===== config.mk =====
export PLATFORM = sky130hd
export DESIGN_NAME = tlb_invalidate_cache_way_lock
export DESIGN_NICKNAME = d
export VERILOG_FILES = /design/src/design/tlb_lock_pkg.sv /design/src/design/way_pick_if.sv /design/src/design/tlb_invalidate_cache_way_lock.sv /design/src/design/way_picker.sv
export SDC_FILE = /design/constraint.sdc
export NUM_CORES = 1
export LEC_CHECK = 0
export ABC_AREA = 1
export BUFFER_PORTS_ARGS = -buffer_cell sky130_fd_sc_hd__buf_4
export CELL_PAD_IN_SITES_DETAIL_PLACEMENT = 1
export CELL_PAD_IN_SITES_GLOBAL_PLACEMENT = 2
export CORE_ASPECT_RATIO = 1.4
export CORE_MARGIN = 2
export CORE_UTILIZATION = 26
export DETAILED_ROUTE_END_ITERATION = 10
export GPL_ROUTABILITY_DRIVEN = 0
export PLACE_DENSITY_LB_ADDON = 0.1
export SETUP_SLACK_MARGIN = 0.02
export SKIP_LAST_GASP = 1
export SYNTH_ARGS = -nofsm -noshare
export SYNTH_HDL_FRONTEND = slang
export SYNTH_SLANG_ARGS = --single-unit

===== constraint.sdc =====
create_clock -name sys_clk_in -period 3.2 [get_ports sys_clk_in]
set_clock_uncertainty 0.2 [all_clocks]
set_input_delay 0.48 -clock sys_clk_in [delete_from_list [all_inputs] [get_ports sys_clk_in]]
set_output_delay 0.48 -clock sys_clk_in [all_outputs]
set_load 0.005 [all_outputs]

===== src/design/tlb_lock_pkg.sv =====
// shared constants and types for translation-buffer maintenance and way lockdown
package tlb_lock_pkg;
  localparam int          NUM_WAYS        = 4;
  localparam int          ADDR_WIDTH      = 20;
  localparam logic [3:0]  REG_TLB_OPS     = 4'h8;
  localparam logic [3:0]  REG_LOCKDOWN    = 4'h9;
  localparam logic [3:0]  SUB_BOTH        = 4'h7;
  localparam logic [3:0]  SUB_INSTR       = 4'h5;
  localparam logic [3:0]  SUB_DATA        = 4'h6;
  localparam logic [3:0]  SUB_CACHE_LOCK  = 4'h0;
  localparam logic [3:0]  SUB_REGION      = 4'h1;
  localparam logic [2:0]  OP2_ALL         = 3'h0;
  localparam logic [2:0]  OP2_SINGLE      = 3'h1;
  localparam logic [2:0]  OP2_DATA_LOCK   = 3'h0;
  localparam logic [2:0]  OP2_INSTR_LOCK  = 3'h1;
  localparam int          LOCK_LSB        = 0;
  localparam int          ADDR_LSB        = 12;
  localparam logic [11:0] ONES_FIELD      = 12'hFFF;
  localparam int          ONES_LSB        = 4;
  localparam logic [3:0]  LOCK_RESET      = 4'h0;
  localparam logic [1:0]  FALLBACK_WAY    = 2'h3;
  localparam logic [15:0] RESERVED_READ   = 16'h0000;

  typedef enum logic [2:0] {
    OP_NONE         = 3'b000,
    OP_INV_ALL      = 3'b001,
    OP_INV_INSTR    = 3'b010,
    OP_INV_DATA     = 3'b011,
    OP_INV_SINGLE   = 3'b100,
    OP_INV_SINGLE_I = 3'b101,
    OP_INV_SINGLE_D = 3'b110
  } tlb_op_t;
endpackage


===== src/design/way_pick_if.sv =====
// carries lock bits and replacement choice between top and way picker
`timescale 1ns/1ps
interface way_pick_if;
  logic [3:0] lock_bits;
  logic [1:0] candidate;
  logic [1:0] chosen;
  modport picker (input lock_bits, input candidate, output chosen);
  modport owner  (output lock_bits, output candidate, input chosen);
endinterface


===== src/design/tlb_invalidate_cache_way_lock.sv =====
// coprocessor register logic for translation-buffer invalidate and cache way lock
//
// Overview of operation
// maintenance command register is write only
// one shared buffer, set-assoc plus lockdown part
// decode exactly six operations from opcode fields
// op2 0 with c7/c5/c6 invalidates set-assoc
// whole invalidate spares lockdown entries
// op2 1 invalidates matching address, any part
// instruction/data variants hit any matching entry
// software invalidates four subpages separately
// lockdown number: c0 cache lock, c1 region
// op2 0 data locks, op2 1 instruction
// bits 3:0 lock bit per way
// linefills go only to unlocked ways
// reset clears all lock bits
// all ways locked means way 3
// software locks at most three ways
// bits 15:4 read ones, 31:16 reserved
// software changes locks by read-modify-write
// software prepares exceptions and storage first
// software unlocks only the target way
// software loads lines by load or prefetch
// software sets target lock, restores others
// software unlocks by clearing the lock bit
`timescale 1ns/1ps
module tlb_invalidate_cache_way_lock (
  input  wire logic        sys_clk_in,
  input  wire logic        rstn_in,
  input  wire logic        cp_write_in,
  input  wire logic        cp_read_in,
  input  wire logic [3:0]  cp_reg_num_in,
  input  wire logic [3:0]  subregister_select_in,
  input  wire logic [2:0]  cp_opcode2_in,
  input  wire logic [31:0] cp_wdata_in,
  input  wire logic        dfill_req_in,
  input  wire logic        ifill_req_in,
  output logic [31:0]      cp_rdata_out,
  output logic             cp_rvalid_out,
  output logic             region_sel_out,
  output logic             tlb_inv_unpreserved_out,
  output logic             tlb_inv_single_out,
  output logic [19:0]      modified_virtual_address_out,
  output logic [3:0]       data_cache_way_lock_out,
  output logic [3:0]       instruction_cache_way_lock_out,
  output logic             dfill_valid_out,
  output logic [1:0]       dfill_way_out,
  output logic             ifill_valid_out,
  output logic [1:0]       ifill_way_out
);

  typedef struct packed {
    logic [31:0] rdata;
    logic        rvalid;
    logic        region_sel;
    logic        inv_all;
    logic        inv_single;
    logic [19:0] inv_addr;
    logic [3:0]  dlock;
    logic [3:0]  ilock;
    logic [1:0]  dcand;
    logic [1:0]  icand;
    logic        dvalid;
    logic [1:0]  dway;
    logic        ivalid;
    logic [1:0]  iway;
  } state_t;

  // every field is named so a new field cannot slip in without a reset value
  localparam state_t STATE_RESET = '{
    rdata:      32'h0000_0000,
    rvalid:     1'b0,
    region_sel: 1'b0,
    inv_all:    1'b0,
    inv_single: 1'b0,
    inv_addr:   20'h0_0000,
    dlock:      tlb_lock_pkg::LOCK_RESET,
    ilock:      tlb_lock_pkg::LOCK_RESET,
    dcand:      2'h0,
    icand:      2'h0,
    dvalid:     1'b0,
    dway:       2'h0,
    ivalid:     1'b0,
    iway:       2'h0
  };

  state_t             state;
  state_t             next_state;
  tlb_lock_pkg::tlb_op_t op;
  way_pick_if         dpick ();
  way_pick_if         ipick ();

  // each cache side has its own picker and its own rotating candidate,
  // so data and instruction fills never disturb each other's rotation
  assign dpick.lock_bits = state.dlock;
  assign dpick.candidate = state.dcand;
  assign ipick.lock_bits = state.ilock;
  assign ipick.candidate = state.icand;

  way_picker u_dpick (
    .port_io (dpick.picker)
  );
  way_picker u_ipick (
    .port_io (ipick.picker)
  );

  // decode of maintenance writes; unlisted combinations do nothing
  always_comb begin
    op = tlb_lock_pkg::OP_NONE;
    if (cp_write_in && cp_reg_num_in == tlb_lock_pkg::REG_TLB_OPS) begin
      unique case ({cp_opcode2_in, subregister_select_in})
        {tlb_lock_pkg::OP2_ALL, tlb_lock_pkg::SUB_BOTH}:      op = tlb_lock_pkg::OP_INV_ALL;
        {tlb_lock_pkg::OP2_ALL, tlb_lock_pkg::SUB_INSTR}:     op = tlb_lock_pkg::OP_INV_INSTR;
        {tlb_lock_pkg::OP2_ALL, tlb_lock_pkg::SUB_DATA}:      op = tlb_lock_pkg::OP_INV_DATA;
        {tlb_lock_pkg::OP2_SINGLE, tlb_lock_pkg::SUB_BOTH}:   op = tlb_lock_pkg::OP_INV_SINGLE;
        {tlb_lock_pkg::OP2_SINGLE, tlb_lock_pkg::SUB_INSTR}:  op = tlb_lock_pkg::OP_INV_SINGLE_I;
        {tlb_lock_pkg::OP2_SINGLE, tlb_lock_pkg::SUB_DATA}:   op = tlb_lock_pkg::OP_INV_SINGLE_D;
        default:                                              op = tlb_lock_pkg::OP_NONE;
      endcase
    end
  end

  always_comb begin
    next_state            = state;
    next_state.rvalid     = 1'b0;
    next_state.region_sel = 1'b0;
    next_state.dvalid     = 1'b0;
    next_state.ivalid     = 1'b0;
    // invalidate strobes are one-cycle pulses; clearing both here keeps a
    // single invalidate from lingering into a following whole invalidate
    next_state.inv_all    = 1'b0;
    next_state.inv_single = 1'b0;

    // the shared buffer sees one command pulse; lockdown entries only fall to single
    // invalidates, and i/d variants are not filtered by entry origin
    case (op)
      tlb_lock_pkg::OP_INV_ALL, tlb_lock_pkg::OP_INV_INSTR, tlb_lock_pkg::OP_INV_DATA: begin
        next_state.inv_all = 1'b1;
      end
      tlb_lock_pkg::OP_INV_SINGLE, tlb_lock_pkg::OP_INV_SINGLE_I, tlb_lock_pkg::OP_INV_SINGLE_D: begin
        next_state.inv_single = 1'b1;
        // only the page address bits matter; the low bits are ignored
        next_state.inv_addr   = cp_wdata_in[tlb_lock_pkg::ADDR_LSB +: tlb_lock_pkg::ADDR_WIDTH];
      end
      default: begin
        next_state.inv_all    = 1'b0;
        next_state.inv_single = 1'b0;
      end
    endcase

    // lockdown number: select picks cache lock bits or the region register;
    // other selects are reserved and are quietly ignored
    if (cp_reg_num_in == tlb_lock_pkg::REG_LOCKDOWN && (cp_write_in || cp_read_in)) begin
      case (subregister_select_in)
        tlb_lock_pkg::SUB_CACHE_LOCK: begin
          if (cp_write_in) begin
            if (cp_opcode2_in == tlb_lock_pkg::OP2_DATA_LOCK) begin
              next_state.dlock = cp_wdata_in[tlb_lock_pkg::LOCK_LSB +: tlb_lock_pkg::NUM_WAYS];
            end else if (cp_opcode2_in == tlb_lock_pkg::OP2_INSTR_LOCK) begin
              next_state.ilock = cp_wdata_in[tlb_lock_pkg::LOCK_LSB +: tlb_lock_pkg::NUM_WAYS];
            end
          end else if (cp_opcode2_in == tlb_lock_pkg::OP2_DATA_LOCK ||
                       cp_opcode2_in == tlb_lock_pkg::OP2_INSTR_LOCK) begin
            next_state.rvalid = 1'b1;
            next_state.rdata  = {tlb_lock_pkg::RESERVED_READ, tlb_lock_pkg::ONES_FIELD,
                                 (cp_opcode2_in == tlb_lock_pkg::OP2_DATA_LOCK) ?
                                 state.dlock : state.ilock};
          end
        end
        tlb_lock_pkg::SUB_REGION: begin
          // region register lives elsewhere; flag the access so it can answer
          next_state.region_sel = 1'b1;
        end
        default: begin
          next_state.region_sel = 1'b0;
        end
      endcase
    end

    // a read of the command register returns nothing defined, so no answer is given
    if (cp_read_in && cp_reg_num_in == tlb_lock_pkg::REG_TLB_OPS) begin
      next_state.rvalid = 1'b0;
    end

    // fills take the current lock bits; a lock write in the same cycle applies next fill
    // limitation: with all four ways locked every fill lands in the fallback way
    if (dfill_req_in) begin
      next_state.dvalid = 1'b1;
      next_state.dway   = dpick.chosen;
      next_state.dcand  = 2'(dpick.chosen + 2'h1);
    end
    if (ifill_req_in) begin
      next_state.ivalid = 1'b1;
      next_state.iway   = ipick.chosen;
      next_state.icand  = 2'(ipick.chosen + 2'h1);
    end
  end

  // single state register; every output below is a plain copy of one field
  always_ff @(posedge sys_clk_in or negedge rstn_in) begin
    if (!rstn_in) begin
      state <= STATE_RESET;
    end else begin
      state <= next_state;
    end
  end


  // register outputs
  assign cp_rdata_out                   = state.rdata;
  assign cp_rvalid_out                  = state.rvalid;
  assign region_sel_out                 = state.region_sel;
  assign tlb_inv_unpreserved_out        = state.inv_all;
  assign tlb_inv_single_out             = state.inv_single;
  assign modified_virtual_address_out   = state.inv_addr;
  assign data_cache_way_lock_out        = state.dlock;
  assign instruction_cache_way_lock_out = state.ilock;
  assign dfill_valid_out                = state.dvalid;
  assign dfill_way_out                  = state.dway;
  assign ifill_valid_out                = state.ivalid;
  assign ifill_way_out                  = state.iway;
endmodule


===== src/design/way_picker.sv =====
// picks the linefill way honouring the lock bits
`timescale 1ns/1ps
module way_picker (
  way_pick_if.picker port_io
);
  logic [1:0] pick;
  logic       found;

  always_comb begin
    pick  = tlb_lock_pkg::FALLBACK_WAY;
    found = 1'b0;
    // search from the candidate upward so rotation survives partial locking
    for (int i = 0; i < tlb_lock_pkg::NUM_WAYS; i++) begin
      if (!found && !port_io.lock_bits[2'(port_io.candidate + 2'(i))]) begin
        pick  = 2'(port_io.candidate + 2'(i));
        found = 1'b1;
      end
    end
  end

  assign port_io.chosen = pick;
endmodule

# Word-level counts from Yosys, hierarchy flattened
# Cells that the tools add are included.
# classes
n_addsub,8
magnitude_cmp,8
n_eq_ne,16
mux,43
n_bitwise,2
reduce_logical,28
# op_table
op,n
$lt 2x3->1 const B,8
$eq 7x3->1 const B,3
$eq 7x5->1 const B,3
$mux 1,21
$mux 2,9
$pmux 3 s6,1
$bmux 1 s2,8
$logic_not 1->1,10
$eq 3x3->1 const B,3
$logic_and 1x1->1,9
$mux 3,3
$add 2x1->2 const B,4
$add 2x2->2 const B,4
$eq 4x4->1 const B,2
$reduce_and 4->1,2
$eq 3x1->1 const B,2
$eq 3x2->1 const B,2
$reduce_or 3->1,2
$reduce_and 5->1,1
$eq 4x1->1 const B,1
$logic_not 4->1,1
$mux 4,1
$logic_not 3->1,1
$logic_or 1x1->1,2
$not 1->1,2
# word_totals
reg_bits,47
in_bits,49
output_inout_bits,70
wordCells,119

# Depth between registers and ports, before layout
# logic_depth
depth_word,13
mapped_depth,13
depth_no_buf,12

# Modules after synthesis
# Synthesis repeated with hierarchy kept, for this count alone.
# hier_totals
hier_cells,401
area_unflattened_um2,2990.4
# modules_own_cells
mod,n_inst,cells_each,area_per_inst_um2,seq_area_each_um2
tlb_invalidate_cache_way_lock,1,259,2277.2,1176.1
way_picker,2,71,356.6,0.0

# Worst setup path after synthesis
# No wires, ideal clock.
# synth_timing
kind,in2reg
from,in cp_opcode2_in[1]
to,"reg state, in the netlist data_cache_way_lock_out[0]"
setup_ps,125
t_arrival_ps,1342
t_required_ps,2875
slack_ps,1533
stages,5
n_path_buf,0
path_cell_list,nor2_1 nand2_1 nor2_1 nand3_1 mux2_2
# synth_between
elab_chain_len,2
# synth_rtl
element,line_no,text
"start, declared",tlb_invalidate_cache_way_lock.sv:34,"input wire logic [2:0] cp_opcode2_in,"
$logic_not 3->1,tlb_invalidate_cache_way_lock.sv:157,if (cp_opcode2_in == tlb_lock_pkg::OP2_DATA_LOCK) begin
$reduce_and 4->1 (no source line),n/a,
"end signal, assigned",tlb_invalidate_cache_way_lock.sv:204,state <= next_state;
"end, declared",tlb_invalidate_cache_way_lock.sv:87,state_t state;
# Every way passes these cells.
# A chain may end at the register's enable or synchronous reset.

# Final worst setup path
# layout_timing
from,in cp_opcode2_in[1]
to,"reg state, in the netlist modified_virtual_address_out[8]"
# layout_between
elab_chain_len,5
word_cells_on_any_way,12
cone_classes,9 x eq/ne; 2 x mux; 1 x reduce/logical
# layout_rtl
element,line_no,text
$eq 7x5->1 / $eq 7x3->1 (equally long branches),tlb_invalidate_cache_way_lock.sv:111,"unique case ({cp_opcode2_in, subregister_select_in})"
$pmux 3 s6 (*),tlb_invalidate_cache_way_lock.sv:111,
$mux 3 (*),tlb_invalidate_cache_way_lock.sv:110,if (cp_write_in && cp_reg_num_in == tlb_lock_pkg::REG_TLB_OPS) begin
$eq 3x3->1,tlb_invalidate_cache_way_lock.sv:136,case (op)
$reduce_or 3->1 (*),tlb_invalidate_cache_way_lock.sv:136,
# Mark *: on every way between the ends. The rest lies on a longest branch, timed or not.

==> flow_summary.yaml <==
drt:
  drc: 0
  num_vias: 2493
  routed_wl_um: 7290
  wl_per_cell_um: 12.5
  viasPerCell: 4.27
  drt_iter0_markers: 56
  drt-pass1-iter-count: 4
  drtAntennaViolNets: 0
synthesis:
  synth_area_leaders: "dfrtp_1 44%, nand2_1 22%, buf_4 8.2%, inv_1 4.4%, o21ai_0 3.2%"
  synth-edff-count: 0
  ys_seq_area_share_pct: 44.2
  yosysUniqueCellTypes: 25
  synth_common_cells: "157 x nand2_1, 47 x dfrtp_1, 31 x inv_1"
  synth_top_area_cell: "dfrtp_1"
  synth-async-reset-ratio_pct: 100
  yosysMostFrequentCell: "nand2_1"
  synth_top_area_share_pct: 44.2
  syn_area_um2: 2660
  synth.avg_cell_area_um2: 7.30
  ys.flop_type: "dfrtp_1"
  synthCells: 364
  synth-warning-count: 0
  ys_ff_latch: 47
clock_network:
  cts.clk_slew.worst_paths_ns: 0.07
  numCtsBuffers: 5
  cts_max_level: 2
  ctsHoldBuffers: 0
  root_buffer: "clkbuf_16"
  cts_setup_buffers: 0
  clockBufferDepth: 2
  post_cts_resize_count: 0
  clk_latency_ns: 0.28
  cts_tree: "built"
  clkSinkCount: 47
floorplan:
  dieArea_um2: 11100
  core_area_um2: 9950
  num_rows: 43
  pin_count: 119
  die_h_um: 124
  fp.dieW_um: 89.5
  start_util_pct: 26.7
worst_setup_path:
  slowest_delay_ns: 0.45
  cp_max_fo: 20
  crit_type: "primary input to flop"
  critPathArrivalTime_ns: 1.99
  cp_data_required_time_ns: 3.17
  cp_cell_sequence: "buf_4 -> nor2_1 -> inv_1 -> nor2_1 -> inv_1 -> a211oi_1 -> nand2_1 -> nand2_1 -> nand2_1"
  critPathLaunchType: "primary input"
  crit_path_end_kind: "flop"
  crit_path_top_delay_cell: "nand2_1"
  reg2reg_setup_slack_ns: 1.29
  cp_common_cell: "nand2_1"
pwr:
  leakage_nw: 1.98
  seqPwrFrac_pct: 35.0
  ir_drop_uv: 270
  p_total_mw: 2.10
  p_int_mw: 1.33
  p_sw_uw: 772
  power_density_nw_per_um2: 596
  swShare_pct: 36.8
  clockPowerShare_pct: 28.6
  p_comb_share_pct: 36.4
global_route:
  grt_pass1_wl_um: 11700
  grt_pass1_vias: 2526
  grt-ovfl-total: 0
  grtUsageTotal_pct: 13.6
  grt_max_degree: 48
  antenna_found_initial: 0
layout:
  area_delta_synth_final_pct: 32.4
  drive_gt1_share_pct: 28.1
  n_fill_cell: 1279
  multiInputGateArea_um2: 1150
  seq_area_um2: 1180
  final_nets: 497
  num_antenna_cells: 0
  fin_util_pct: 35.4
  final_cell_area_um2: 3520
timing:
  hold_ws_ns: 0.0160
  worst_pin_slew_ns: 0.683
  maxSlewHeadroom_pct: 54.4
  finalMaxSlewViolations: 0
  tns_ns: 0
  rsz0062_at_grt: "no"
  hold_viol: 0
  fmaxAchievable_mhz: 497
  period_needed_ns: 2.01
  timing.final.crit_share_pct: 62.9
  setup_viol: 0
placed_design:
  post_dp_cell_area_um2: 3350
  io_buffers: 94
  dp_hpwl_um: 5740
job:
  cap_viol_max_count: 0
hold_path:
  hp-class: "primary input to asynchronous set/reset pin"
run_status:
  status: "finished, final reports clean"
-- cell type report --
type | instances | share of cell area (%)
Clock inverter | 2 | 0.995
Multi-Input combinational cell | 264 | 32.7
Sequential cell | 47 | 33.4
Tap cell | 135 | 4.80
Inverter | 35 | 3.94
Timing Repair Buffer | 95 | 20.3
Clock buffer | 6 | 3.94
-- final timing paths --
| kind | to | from | cells past startpoint |
|---|---|---|---|
| min | cp_rdata_out[4] | rstn_in | 1 |
| min in group sys_clk_in | cp_rvalid_out | subregister_select_in[0] | 2 |
| max in group asynchronous | data_cache_way_lock_out[2] | rstn_in | 1 |
| max | modified_virtual_address_out[8] | cp_opcode2_in[1] | 9 |
| min reg2reg | modified_virtual_address_out[10] | modified_virtual_address_out[10] | 2 |
| max reg2reg | ifill_way_out[0] | ipick.candidate[0] | 11 |
-- state kept, by name (all words and copies together) (netlist names) --
| signal | flops |
|---|---|
| modified_virtual_address_out | 20 |
| cp_rdata_out | 5 |
| data_cache_way_lock_out | 4 |
| instruction_cache_way_lock_out | 4 |
| dfill_way_out | 2 |
| dpick.candidate | 2 |
| ifill_way_out | 2 |
| ipick.candidate | 2 |
| cp_rvalid_out | 1 |
| dfill_valid_out | 1 |
| ifill_valid_out | 1 |
| region_sel_out | 1 |
| tlb_inv_single_out | 1 |
| tlb_inv_unpreserved_out | 1 |
-- layout by cell type (no fill, tap or decap), drive strengths merged --
| cell type | instances |
|---|---|
| nand2 | 168 |
| nand3b | 2 |
| clkbuf | 6 |
| clkinv | 1 |
| inv | 35 |
| o21a | 2 |
| o21ai | 17 |
| nor2 | 24 |
| nor3 | 1 |
| nor4 | 2 |
| mux2 | 4 |
| bufinv | 1 |
| nand3 | 16 |
| buf | 95 |
| nand4 | 2 |
| dfrtp | 47 |
| conb | 16 |
| a21oi | 8 |
| a211oi | 1 |
| o2111ai | 1 |
-- cell families (layout without fill, tap and decap cells) --
logic type,after synthesis,in the layout,share of synthesized area [%]
AOI/OAI and AO/OA,29,29,5.88
muxes,4,4,1.69
DFF,47,47,44.2
other,1,16,0.141
and+or+nand+nor,215,215,33.4
buffers and inverters,68,138,14.6
-- power groups by stage --
stage	clock network, mW	logic (mW)	registers [mW]
CTS	0.623	0.785	0.738
floorplan	0	0.601	0.705
finish	0.600	0.764	0.736
global route	0.646	0.885	0.747
detailed placement	0	0.780	0.749
global placement	0	0.771	0.747
-- worst max-delay path: cells and delay by family --
kind | cells | cell delay (ns)
buffers and inverters | 3 | 0.28
and+or+nand+nor | 5 | 1.06
AOI/OAI and AO/OA | 1 | 0.17
-- layer usage --
metal | vias to the layer above | track usage (%) | wire (um)
li1 | 1249 | - | -
met1 | 1174 | 15.1 | 2820
met2 | 64 | 25.7 | 3970
met3 | 6 | 2.98 | 436
met4 | 0 | 3.64 | 69
met5 | - | 0 | 0
-- metrics by stage --
stage / setup slack, ns / cells
3_3_place_gp: 0.834 / 576
4_1_cts: 1.14 / 584
5_1_grt: 0.879 / 584
2_1_floorplan: 1.53 / 379
6_report: 1.19 / 584
3_5_place_dp: 0.847 / 576
No activity file was read; power rests on OpenSTA's default activity.
